--- config.mk ---
export PLATFORM = sky130hd
export DESIGN_NAME = bam_top
export DESIGN_NICKNAME = d
export VERILOG_FILES = /design/src/core/bam_pkg.sv /design/src/core/bam_cpu_if.sv /design/src/core/bam_addr_cmp.sv /design/src/core/bam_top.sv
export SDC_FILE = /design/constraint.sdc
export NUM_CORES = 1
export LEC_CHECK = 0
export BUFFER_PORTS_ARGS = -buffer_cell sky130_fd_sc_hd__buf_2
export CAP_MARGIN = 20
export CORE_ASPECT_RATIO = 1.4
export CORE_MARGIN = 1
export CORE_UTILIZATION = 35
export DETAILED_ROUTE_END_ITERATION = 7
export HOLD_SLACK_MARGIN = 0.02
export PLACE_DENSITY = 0.66
export SYNTH_ARGS = -nofsm -noshare
export SYNTH_HDL_FRONTEND = slang
export SYNTH_SLANG_ARGS = --single-unit
--- constraint.sdc ---
create_clock -name clk_i -period 4.9 [get_ports clk_i]
set_clock_uncertainty 0.1 [all_clocks]
set_input_delay 0.98 -clock clk_i [delete_from_list [all_inputs] [get_ports clk_i]]
set_output_delay 0.98 -clock clk_i [all_outputs]
set_load 0.005 [all_outputs]
--- src/core/bam_pkg.sv ---
// Package: register map, field positions and states of the breakpoint unit.
// Assumes classic Wishbone with 8-bit data on a 4-bit byte address map.
package bam_pkg;
  localparam int BAM_AW = 4;
  localparam logic [BAM_AW-1:0] BAM_OFS_CTRL = 4'h0;
  localparam logic [BAM_AW-1:0] BAM_OFS_ADDR_HI = 4'h4;
  localparam logic [BAM_AW-1:0] BAM_OFS_ADDR_LO = 4'h8;
  localparam logic [BAM_AW-1:0] BAM_OFS_LP_STAT = 4'hC;
  localparam logic [BAM_AW-1:0] BAM_OFS_FLAG_CTL = 4'h1;
  localparam logic [BAM_AW-1:0] BAM_OFS_IRQ_STAT = 4'h2;
  localparam logic [BAM_AW-1:0] BAM_OFS_IRQ_MASK = 4'h3;
  localparam int BAM_BIT_MATCH_EN = 7;
  localparam int BAM_BIT_ACTIVE = 6;
  localparam int BAM_BIT_LP_EXIT = 1;
  localparam int BAM_BIT_CLR_EN = 7;
  localparam int BAM_IRQ_ENTRY = 0;
  localparam int BAM_IRQ_LP_EXIT = 1;
  localparam logic [7:0] BAM_RST_BYTE = 8'h00;
  localparam logic [15:0] BAM_VEC_NORMAL = 16'hFFFC;
  localparam logic [15:0] BAM_VEC_MONITOR = 16'hFEFC;
  localparam logic [7:0] BAM_OP_SOFT_INT = 8'h83;
  typedef enum logic [1:0] {BAM_IDLE, BAM_PEND, BAM_BREAK} bam_state_e;
endpackage : bam_pkg

--- src/core/bam_cpu_if.sv ---
// Interface: CPU core side signals between the unit and its front end.
// Assumes one clock domain shared with the core.
`timescale 1ns/1ps
interface bam_cpu_if;
  logic [15:0] addr;
  logic cpu_owns_bus;
  logic fetch_valid;
  logic hit;
  modport unit (input addr, cpu_owns_bus, fetch_valid, output hit);
  modport cmp (output addr, cpu_owns_bus, fetch_valid, input hit);
endinterface : bam_cpu_if

--- src/core/bam_addr_cmp.sv ---
// Address comparator: raises hit when a CPU-owned address equals the
// breakpoint. Assumes addresses are valid while fetch_valid is high.
`timescale 1ns/1ps
module bam_addr_cmp (
  bam_cpu_if.unit cpu,
  input wire logic enable_i,
  input wire logic [15:0] bp_addr_i
);
  import bam_pkg::*;
  // Other masters never qualify
  assign cpu.hit = enable_i & cpu.cpu_owns_bus & cpu.fetch_valid &
                   (cpu.addr == bp_addr_i); // [RL1] [RL2]
endmodule : bam_addr_cmp

--- src/core/bam_top.sv ---
// Breakpoint unit: address match, forced break, break state, wake flag.
// Assumes CPU core obeys brk_req_o at instruction boundaries.
// Function
// [RL1] While match enable set, request a break when address equals breakpoint.
// [RL2] Only program counter addresses from the CPU may match.
// [RL3] CPU finishes current instruction then loads soft interrupt opcode.
// [RL4] Match on last instruction cycle starts the break at once.
// [RL5] Vector FFFC/FFFD normally, FEFC/FEFD in monitor mode.
// [RL6] Break state lasts until interrupt return completes.
// [RL7] Match enable is bit 7, read/write, reset zero.
// [RL8] Active flag set on match by hardware, reset zero.
// [RL9] Writing one to active flag forces break; software clears it.
// [RL10] Breakpoint held in high and low byte registers, reset zero.
// [RL11] Timers halt while break state is active.
// [RL12] Watchdog held off in break when test high voltage present.
// [RL13] Break wakes from stop and sets low-power exit flag.
// [RL14] Exit flag also set leaving wait; write zero clears; readable.
// [RL15] Routine may decrement stacked return address when flag set.
// [RL16] Clear enable decides if status flags clear during break.
// [RL17] With clear enable zero, flag clear writes during break ignored; the unit still takes clears of its own lp_exit and irq_stat.
// [RL18] Flags cleared during enabled break stay cleared afterwards.
// [RL19] One break-state signal drives freeze, watchdog and protection.
`timescale 1ns/1ps
module bam_top (
  input wire logic clk_i,
  input wire logic rst_i,
  input wire logic [bam_pkg::BAM_AW-1:0] wb_adr_i,
  input wire logic [7:0] wb_dat_i,
  output logic [7:0] wb_dat_o,
  input wire logic wb_we_i,
  input wire logic wb_sel_i,
  input wire logic wb_cyc_i,
  input wire logic wb_stb_i,
  output logic wb_ack_o,
  input wire logic [15:0] cpu_addr_i,
  input wire logic cpu_owns_bus_i,
  input wire logic cpu_fetch_i,
  input wire logic cpu_last_cycle_i,
  input wire logic cpu_swi_taken_i,
  input wire logic cpu_rti_done_i,
  input wire logic monitor_mode_i,
  input wire logic wait_mode_i,
  input wire logic stop_mode_i,
  input wire logic test_high_voltage_i,
  output logic brk_req_o,
  output logic [7:0] brk_opcode_o,
  output logic [15:0] brk_vector_o,
  output logic break_state_o,
  output logic timer_halt_o,
  output logic watchdog_off_o,
  output logic flag_clear_allow_o,
  output logic wake_o,
  output logic irq_o
);
  import bam_pkg::*;

  typedef struct packed {
    bam_state_e st;
    logic [7:0] ctrl;
    logic [7:0] hi;
    logic [7:0] lo;
    logic lp_exit;
    logic clr_en;
    logic [1:0] irq_stat;
    logic [1:0] irq_mask;
    logic ack;
    logic [7:0] rdata;
  } bam_state_s;

  bam_state_s state_reg;
  bam_state_s state_next;
  logic hit;
  logic acc;
  logic wr;
  logic force_brk;

  function automatic logic [7:0] bam_read(input bam_state_s s,
                                           input logic [BAM_AW-1:0] a);
    bam_read = BAM_RST_BYTE;
    case (a)
      BAM_OFS_CTRL: bam_read = s.ctrl;
      BAM_OFS_ADDR_HI: bam_read = s.hi;
      BAM_OFS_ADDR_LO: bam_read = s.lo;
      BAM_OFS_LP_STAT: bam_read = {6'h00, s.lp_exit, 1'b0};
      BAM_OFS_FLAG_CTL: bam_read = {s.clr_en, 7'h00};
      BAM_OFS_IRQ_STAT: bam_read = {6'h00, s.irq_stat};
      BAM_OFS_IRQ_MASK: bam_read = {6'h00, s.irq_mask};
      default: bam_read = BAM_RST_BYTE;
    endcase
  endfunction : bam_read

  bam_cpu_if cpu_bus ();
  assign cpu_bus.addr = cpu_addr_i;
  assign cpu_bus.cpu_owns_bus = cpu_owns_bus_i;
  assign cpu_bus.fetch_valid = cpu_fetch_i;

  bam_addr_cmp u_cmp (
    .cpu(cpu_bus.unit),
    .enable_i(state_reg.ctrl[BAM_BIT_MATCH_EN]),
    .bp_addr_i({state_reg.hi, state_reg.lo})
  );
  assign hit = cpu_bus.hit;

  // Ack one cycle after strobe; dropped the cycle after it was given
  assign acc = wb_cyc_i & wb_stb_i & ~state_reg.ack;
  assign wr = acc & wb_we_i & wb_sel_i;
  assign force_brk = wr && wb_adr_i == BAM_OFS_CTRL &&
                     wb_dat_i[BAM_BIT_ACTIVE]; // [RL9]

  always_comb begin
    state_next = state_reg;
    state_next.ack = acc;
    state_next.rdata = acc ? bam_read(state_reg, wb_adr_i) : BAM_RST_BYTE;
    if (wr) begin
      case (wb_adr_i)
        BAM_OFS_CTRL: begin
          state_next.ctrl[BAM_BIT_MATCH_EN] = wb_dat_i[BAM_BIT_MATCH_EN]; // [RL7]
          state_next.ctrl[BAM_BIT_ACTIVE] = wb_dat_i[BAM_BIT_ACTIVE]; // [RL9]
        end
        BAM_OFS_ADDR_HI: state_next.hi = wb_dat_i; // [RL10]
        BAM_OFS_ADDR_LO: state_next.lo = wb_dat_i; // [RL10]
        BAM_OFS_LP_STAT: begin
          // Only a zero clears; ones are ignored
          if (!wb_dat_i[BAM_BIT_LP_EXIT]) begin
            state_next.lp_exit = 1'b0; // [RL14]
          end
        end
        BAM_OFS_FLAG_CTL: state_next.clr_en = wb_dat_i[BAM_BIT_CLR_EN]; // [RL16]
        BAM_OFS_IRQ_STAT: state_next.irq_stat = state_reg.irq_stat &
                                                ~wb_dat_i[1:0];
        BAM_OFS_IRQ_MASK: state_next.irq_mask = wb_dat_i[1:0];
        default: state_next.ctrl = state_next.ctrl;
      endcase
    end
    // Hardware set wins over a same-cycle clear
    if (hit) begin
      state_next.ctrl[BAM_BIT_ACTIVE] = 1'b1; // [RL8]
    end
    case (state_reg.st)
      BAM_IDLE: begin
        if (hit || force_brk) begin
          state_next.st = BAM_PEND; // [RL1] [RL9]
          if (wait_mode_i || stop_mode_i) begin
            state_next.lp_exit = 1'b1; // [RL13] [RL14]
            state_next.irq_stat[BAM_IRQ_LP_EXIT] = 1'b1;
          end
        end
      end
      BAM_PEND: begin
        if (cpu_swi_taken_i) begin
          state_next.st = BAM_BREAK; // [RL3]
          state_next.irq_stat[BAM_IRQ_ENTRY] = 1'b1;
        end
      end
      BAM_BREAK: begin
        if (cpu_rti_done_i) begin
          state_next.st = BAM_IDLE; // [RL6]
        end
      end
      default: state_next.st = BAM_IDLE;
    endcase
  end

  always_ff @(posedge clk_i) begin
    if (rst_i) begin
      state_reg <= '0; // [RL7] [RL8] [RL10] [RL14] [RL17]
      state_reg.st <= BAM_IDLE;
    end else begin
      state_reg <= state_next;
    end
  end

  // Request is live in the hit cycle so a last-cycle match breaks at once
  assign brk_req_o = (state_reg.st == BAM_PEND) ||
                     (state_reg.st == BAM_IDLE &&
                      (hit || force_brk)); // [RL4] [RL3]
  assign brk_opcode_o = BAM_OP_SOFT_INT; // [RL3]
  assign brk_vector_o = monitor_mode_i ? BAM_VEC_MONITOR
                                       : BAM_VEC_NORMAL; // [RL5]
  assign break_state_o = state_reg.st == BAM_BREAK; // [RL19]
  assign timer_halt_o = break_state_o; // [RL11]
  assign watchdog_off_o = break_state_o & test_high_voltage_i; // [RL12]
  // Peripherals gate their flag clears with this; a clear taken is final
  assign flag_clear_allow_o = ~break_state_o | state_reg.clr_en; // [RL17] [RL18]
  assign wake_o = brk_req_o & stop_mode_i; // [RL13]
  assign irq_o = |(state_reg.irq_stat & state_reg.irq_mask);
  assign wb_ack_o = state_reg.ack;
  assign wb_dat_o = state_reg.rdata;
endmodule : bam_top

Word-level counts from Yosys, hierarchy flattened:

Cells that the tools add are included.

* equal/unequal tests: 12
* muxes and demuxes: 24
* bitwise logic cells: 16
* reductions and logical operators: 19

Operators with widths (count)
* $pmux W8 S7: 1
* $mux W29: 1
* $eq A16 B16 Y1: 1
* $mux W8: 2
* $mux W1: 13
* $reduce_and A2 Y1: 6
* $mux W2: 5
* $and A1 B1 Y1: 9
* $mux W9: 1
* $eq A4 B2 Y1 const B: 2
* $eq A4 B4 Y1 const B: 2
* $ne A2 B2 Y1 const B: 3
* $pmux W2 S3: 1
* $and A2 B2 Y2: 2
* $eq A4 B1 Y1 const B: 1
* $eq A4 B3 Y1 const B: 1
* $logic_not A4 Y1: 1
* $reduce_bool A2 Y1: 2
* $reduce_or A2 Y1: 2
* $logic_and A1 B1 Y1: 3
* $logic_or A1 B1 Y1: 3
* $not A1 Y1: 3
* $reduce_and A3 Y1: 1
* $eq A2 B1 Y1 const B: 1
* other kinds (4): 4

* flip-flop bits (word level): 35
* output and inout bits: 40
* logic and storage cells: 82

Longest topological paths before layout:

Gate-level depths: netlist of run 1.

* depth after elaboration: 10
* depth in mapped cells: 6

Cells and area by module:

A second synthesis of run 1 with hierarchy kept.

* cell total of the unflattened synthesis: 245
* area, all modules: 2139.6 um^2

Modules (own cells, without submodules)
* bam_top: times used 1, cells each 223, area an instance 1954.4 um^2
* bam_addr_cmp: times used 1, cells each 22, area an instance 185.2 um^2

Worst setup path before layout of run 1:

No wires, ideal clock.

* path kind: input-to-output
* start: in wb_stb_i
* end: out wake_o
* data arrival time: 2.065 ns
* required time: 3.820 ns
* slack: 1.755 ns
* cell stages on the path: 5
* path buffers: 0
* cells stage by stage: nand3b_4 -> or4_1 -> nor3_1 -> a311o_1 -> and2_1

* cells in the longest elaborated chain, start to end: 10

RTL lines
* start, declared: RTL line bam_top.sv:33 `input wire logic wb_stb_i,`
* $and A1 B1 Y1 (2 in a row): RTL line bam_top.sv:105 `assign acc = wb_cyc_i & wb_stb_i & ~state_reg.ack;`
* $and A1 B1 Y1 (2 in a row): RTL line bam_top.sv:106 `assign wr = acc & wb_we_i & wb_sel_i;`
* $logic_and A1 B1 Y1 (2 in a row): RTL line bam_top.sv:107 `assign force_brk = wr && wb_adr_i == BAM_OFS_CTRL &&`
* $logic_or A1 B1 Y1: RTL line bam_top.sv:176 `(hit || force_brk));`
* $logic_and A1 B1 Y1: RTL line bam_top.sv:175 `(state_reg.st == BAM_IDLE &&`
* $logic_or A1 B1 Y1: RTL line bam_top.sv:174 `assign brk_req_o = (state_reg.st == BAM_PEND) ||`
* via brk_req_o: RTL line bam_top.sv:45 `output logic brk_req_o,`
* $and A1 B1 Y1: RTL line bam_top.sv:185 `assign wake_o = brk_req_o & stop_mode_i;`
* end, declared: RTL line bam_top.sv:52 `output logic wake_o,`

The timed path passes the listed nets, and every way through them passes these cells.

Worst setup path in the final report of run 1:

* start: in wb_adr_i[2] (netlist name)
* end: out wake_o

* cells in the longest elaborated chain, start to end: 7

RTL lines
* start, declared: RTL line bam_top.sv:27 `input wire logic [bam_pkg::BAM_AW-1:0] wb_adr_i,`
* $logic_not A4 Y1: RTL line bam_top.sv:107
* $logic_and A1 B1 Y1 (2 in a row): RTL line bam_top.sv:107
* $logic_or A1 B1 Y1: RTL line bam_top.sv:176
* $logic_and A1 B1 Y1: RTL line bam_top.sv:175
* $logic_or A1 B1 Y1: RTL line bam_top.sv:174
* $and A1 B1 Y1: RTL line bam_top.sv:185

No other way between the ends.

==> results.md, run 1 <==
- I/O Buffers: slightly below 60
- Synth area leaders: dfxtp_1 (36%), buf_4 (13%), mux2i_1 (11%)
- Pin count of the biggest net entering global routing: 26
- Unrepaired setup endpoints after global routing: false
- CTS tree: yes
- Clk pin slew, worst setup/hold paths: ~80 ps
- Core area: around 5300 um^2
- Kind of critical path: input pin to primary output
- Vias in the first global route: roughly 1500
- Commonest non-fill, non-tap cell in the layout: buf_2
- ANT cells: 0
- Vias post-DR: between 1500 and 2000
- Ys async rst share: 0%
- Synth-to-Final Area Change: 15.0%
- Vias per std cell: between 4 and 5
- Hold Crit Class: register to register
- Initial antenna violation count: 0
- Mapped Cells: about 230
- Unique masters post-synth: 41
- Status: completed
- Clk Latency, worst-skew pair: between 200 and 300 ps
- Top-area cell type share of the netlist area: around 36%
- Slowest stage delay, CP: 610 ps
- Max-Cap Viols: 0
- Wire length of the first global-routing pass: between 6 and 7 mm
- Hold_buf cts: 0
- Crit-path leading delay family: simple AND/OR/NAND/NOR gates
- Slew Viols, Final: 0
- CTS sink cnt: 35
- Yosys top cell by area: dfxtp_1
- Die H: around 91 um
- Relative slew margins: approximately 43%
- H-tree depth: 2
- Clk root buf: clkbuf_8
- Fmax: 287 MHz
- CP arrival: 2400 ps
- Crit-path cells: buf_2, or4_1, nor3_1, a311o_1, and2_1, buf_2
- Crit path buf inv count: 2
- CP dominant cell by count: buf_2
- Most frequent cells in the layout: buf_2 (58), dfxtp_1 (35), nor2_1 (32)
- HPWL after DPL: 3.38 mm
- Power Density: roughly 270 nW/um^2
- CTS buffer count: 5
- Initial drt markers: 36
- Synth Warn #: 0
- Worst endpoint required time: ~3800 ps
- Setup_tns: 0 ps
- Hold slack: 386 ps
- Avg WL per Cell: approximately 13 um
- CP max stage cell: or4_1
- Syn avg cell area: ~8.7 um^2
- Seq/Total Area, Yosys: between 30 and 40%
- DRC: 0
- Worst Path Max Fanout: 14
- Die width: between 60 and 70 um
- Hold Fails Final Rpt: 0
- Starting Density: a little under two fifths
- Max reg flops: 26
- Fillers: between 500 and 600
- Die area: a little under 6000 um^2
- Post-synth EDFFs: 0
- Mapped Area: 1970 um^2
- Peak VDD IR: roughly 0.15 mV
- WL final: between 4 and 5 mm
- GPL Wtd Cong: roughly 0.82
- Drt pass-1 iters: 4
- Ports: 83
- Post-route ant nets: 0
- Post-CTS sizing: 0
- Worst slew pin tran: between 800 and 900 ps
- Nets: around 320
- Setup violators final: 0
- Dpl cells: 332
- Nature of the critical path startpoint: input pin
- Grt ovf: 0
- Ys flop type: dfxtp_1
- Post-layout min period: roughly 3500 ps
- Gr usage total: between 10% and 20%
- Post-CTS setup buffers: 0
- Fin crit share: approximately 71%
- CP endpoint kind: primary output
- Max Root-Sink Buffers: 2
- Design Power: approximately 0.6 mW
- Fin util: 42.9%
- Final non-filler cell total: 340
- Row count: 31
- Synth Register Bits: 35
- Leak: 0.952 nW
- Ratio of cells with drive above 1 in the final layout: between 20% and 30%
-- worst paths after layout --
path / from / to / slack [ps] / cells after the start
worst max-delay path: wb_adr_i[2] / wake_o / 1420 / 6
worst min-delay path: state_reg[38] / state_reg[38] / 390 / 2
worst max register to register: wb_ack_o / state_reg[30] / 2850 / 5
worst min register to register: state_reg[38] / state_reg[38] / 390 / 2
-- stage by stage --
stage	setup WS (ps)	cell area [um^2]
6_report	1420	2260
5_1_grt	1290	2260
4_1_cts	1410	2260
3_5_place_dp	1410	2140
3_3_place_gp	1430	2140
2_1_floorplan	1760	2040
-- power by group --
group | switching, mW | internal (mW)
Combinational | 0.0318 | 0.0225
Sequential | 0.000550 | 0.285
Clock | 0.106 | 0.165
Total | 0.138 | 0.472
-- kinds of logic (layout without fill, tap and decap cells) --
kind of cell,count (synthesis),after routing,share of synthesized area [%]
xor+xnor,16,16,7.13
mux,23,23,11.8
compound gates,23,23,8.40
simple gates,81,81,21.1
other cells,2,23,0.382
flops,35,35,35.6
buf+inv,46,73,15.5
-- Yosys cell counts (2+ instances only) --
library cell and instances:
and2_1 2, inv_1 6, mux2i_1 21, and3_1 2, a21oi_1 4, a32oi_1 2, conb_1 2, nor3_1 5
nor2b_1 3, o21ai_0 2, a22oi_1 4, xnor2_1 15, nand3_1 9, dfxtp_1 35, buf_4 33, nor4_1 2
a31oi_1 4, nand2_1 11, or3_1 3, nor2_1 32, mux2_2 2, clkbuf_1 5, nand4_1 4
-- metal layers --
| metal | up-vias | global-route usage, % | routed length, um |
|---|---|---|---|
| met1 | 739 | 17.6 | 1750 |
| met2 | 67 | 25.9 | 2160 |
| li1 | 815 | - | - |
| met4 | 0 | 7.61 | 111 |
| met3 | 10 | 4.04 | 292 |
| met5 | - | 0 | 0 |
-- worst min-delay path: stages, from the launching register on --
cell	delay (ps)
dfxtp_1	330
nand2_1	60
a21oi_1	50
-- final cells by class --
type / count / area, um^2 / area share (%)
clock inverter: 2 / 35.0 / 1.55
inverter: 6 / 22.5 / 0.996
multi-input combinational: 166 / 1040 / 46.0
clock buffer: 6 / 82.6 / 3.65
tap: 66 / 82.6 / 3.65
sequential: 35 / 701 / 31.0
timing repair buffer: 59 / 298 / 13.2
(Power assumes the default switching activity.)
==> run 2, diff against run 1 <==
--- a/config.mk
+++ b/config.mk
@@ -12,7 +12,7 @@
 export CORE_UTILIZATION = 35
 export DETAILED_ROUTE_END_ITERATION = 7
 export HOLD_SLACK_MARGIN = 0.02
-export PLACE_DENSITY = 0.66
+export PLACE_DENSITY = 0.68
 export SYNTH_ARGS = -nofsm -noshare
 export SYNTH_HDL_FRONTEND = slang
 export SYNTH_SLANG_ARGS = --single-unit
==> constraint.sdc (replaced) <==
create_clock -name clk_i -period 3.1 [get_ports clk_i]
set_clock_uncertainty 0.1 [all_clocks]
set_input_delay 0.62 -clock clk_i [delete_from_list [all_inputs] [get_ports clk_i]]
set_output_delay 0.62 -clock clk_i [all_outputs]
set_load 0.005 [all_outputs]
==> run 2 against run 1 <==
Count of clock-buffer cells in the layout unchanged. Core utilization up 0.28 points. Register-to-register slack worse by 1800 ps. Sequential share of layout area down 0.20 points. Hold slack better by 5.2 ps. Critical path type unchanged. Global-route usage up 0.23 points. Die area unchanged. First-iteration DRC count rose to 2.8 times the previous value. Flip-flop and latch count unchanged. Sequential power up 58%. Non-clock buffer count up 2. Cell count up 0.59%.
==> results.md, run 2 (same netlist as run 1, synthesis figures left out) <==
- Initial drt markers: approximately 100
- Fillers: about 570
- Register-to-Register Setup Slack: 1050 ps
- Worst endpoint required time: approximately 2400 ps
- Row count: 31
- HPWL after DPL: 3.48 mm
- HP Start: state_reg[38]
- Worst slew pin tran: 552 ps
- Leak: ~0.96 nW
- CTS tree: yes
- Vias per std cell: ~4.8
- Slew Viols, Final: 0
- Power Density: approximately 420 nW/um^2
- Peak VDD IR: 0.303 mV
- Die width: about 65 um
- ANT cells: 0
- Gr usage total: 15.7%
- R2r worst-path depth: 5
- Pin count of the biggest net entering global routing: 26
- Hold Fails Final Rpt: 0
- Fmax: about 360 MHz
- Grt ovf: 0
- WHS Endpoint: state_reg[38]
- Kind of critical path: input pin to primary output
- RR Endpoint: state_reg[23]
- CTS sink cnt: 35
- Initial antenna violation count: 0
- Die area: just under 6000 um^2
- Met3 Wirelength: roughly 300 um
- Nets: ~320
- Vias post-DR: 1631
- Max reg flops: 26
- H-tree depth: 2
- Top sig layer: met4
- I/O Buffers: 58
- Ports: 83
- Max-Cap Viols: 0
- Relative slew margins: between 60% and 70%
- R2r startpoint: wb_ack_o
- Synth-to-Final Area Change: 15.8%
- Met2 wire length: roughly 2.2 mm
- Hold Crit Class: register to register
- Clk pin slew, worst setup/hold paths: about 80 ps
- WL final: about 4.4 mm
- CP arrival: 2040 ps
- Wire length of the first global-routing pass: 7.03 mm
- Max Root-Sink Buffers: 2
- Die H: roughly 90 um
- Unrepaired setup endpoints after global routing: false
- DRC: 0
- Design Power: ~0.97 mW
- Worst Path Max Fanout: 14
- Status: completed
- Hold_buf cts: 0
- Met1 WL: 1.77 mm
- Avg WL per Cell: between 10 and 15 um
- Clk root buf: clkbuf_8
- Commonest non-fill, non-tap cell in the layout: buf_2
- Nature of the critical path startpoint: input pin
- Vias in the first global route: 1528
- Fin crit share: between 80% and 90%
- Drt pass-1 iters: 4
- Post-layout min period: 2760 ps
- GPL Wtd Cong: slightly above 0.8
- Post-CTS setup buffers: 0
- CP endpoint kind: primary output
- Core area: between 5000 and 6000 um^2
- Most frequent cells in the layout: buf_2 (58), dfxtp_1 (35), nor2_1 (32)
- Worst Setup SP: wb_adr_i[2]
- Starting Density: 37.3%
- Ratio of cells with drive above 1 in the final layout: a little over a quarter
- CTS buffer count: 5
- Post-CTS sizing: 0
- Clk Latency, worst-skew pair: slightly below 300 ps
- Post-route ant nets: 0
- Setup_tns: 0 ps
- Setup violators final: 0
- Hold path cells: 2
-- run 2: final cells by class --
type	instances	area [um^2]	area share [%]
multi-input cells	166	1040	45.7
clock inverters	2	35.0	1.54
well taps	66	82.6	3.63
clock buffers	6	82.6	3.63
repair buffers	61	313	13.7
inverters	6	22.5	0.990
flip-flops and latches	35	701	30.8
-- run 2: critical path, cell delays in order --
cell and delay (ps):
buf_2 190, or4_1 600, nor3_1 200, a311o_1 180, and2_1 130, buf_2 100
-- run 2: per-layer routing --
layer | track usage [%] | vias to the layer above
met5 | 0 | -
met4 | 7.79 | 0
met3 | 3.91 | 8
met2 | 26.4 | 76
met1 | 17.9 | 730
li1 | - | 817
-- run 2: how the worst max path moves through the flow --
stage | to | cells past startpoint
floorplan | wake_o | 5
global placement | wake_o | 6
detailed placement | wake_o | 6
CTS | wake_o | 6
global route | wake_o | 6
finish | wake_o | 6
-- run 2: metrics by stage --
step | instance area (um^2) | setup WS, ps | cells | utilization, % | hold slack [ps]
2_1_floorplan | 2040 | 675 | 247 | - | 347
3_3_place_gp | 2160 | 365 | 334 | 40.9 | 378
3_5_place_dp | 2160 | 352 | 334 | 40.9 | 384
4_1_cts | 2280 | 348 | 342 | 43.1 | 396
5_1_grt | 2280 | 254 | 342 | 43.1 | 423
6_report | 2280 | 345 | 342 | 43.1 | 391
-- run 2: power breakdown --
group          total [mW]  switching [mW]  internal, mW  leakage [nW]
combinational      0.0852          0.0495        0.0357         0.620
sequential          0.451        0.000899         0.451         0.282
clock               0.428           0.168         0.260        0.0612
total               0.965           0.219         0.746         0.963
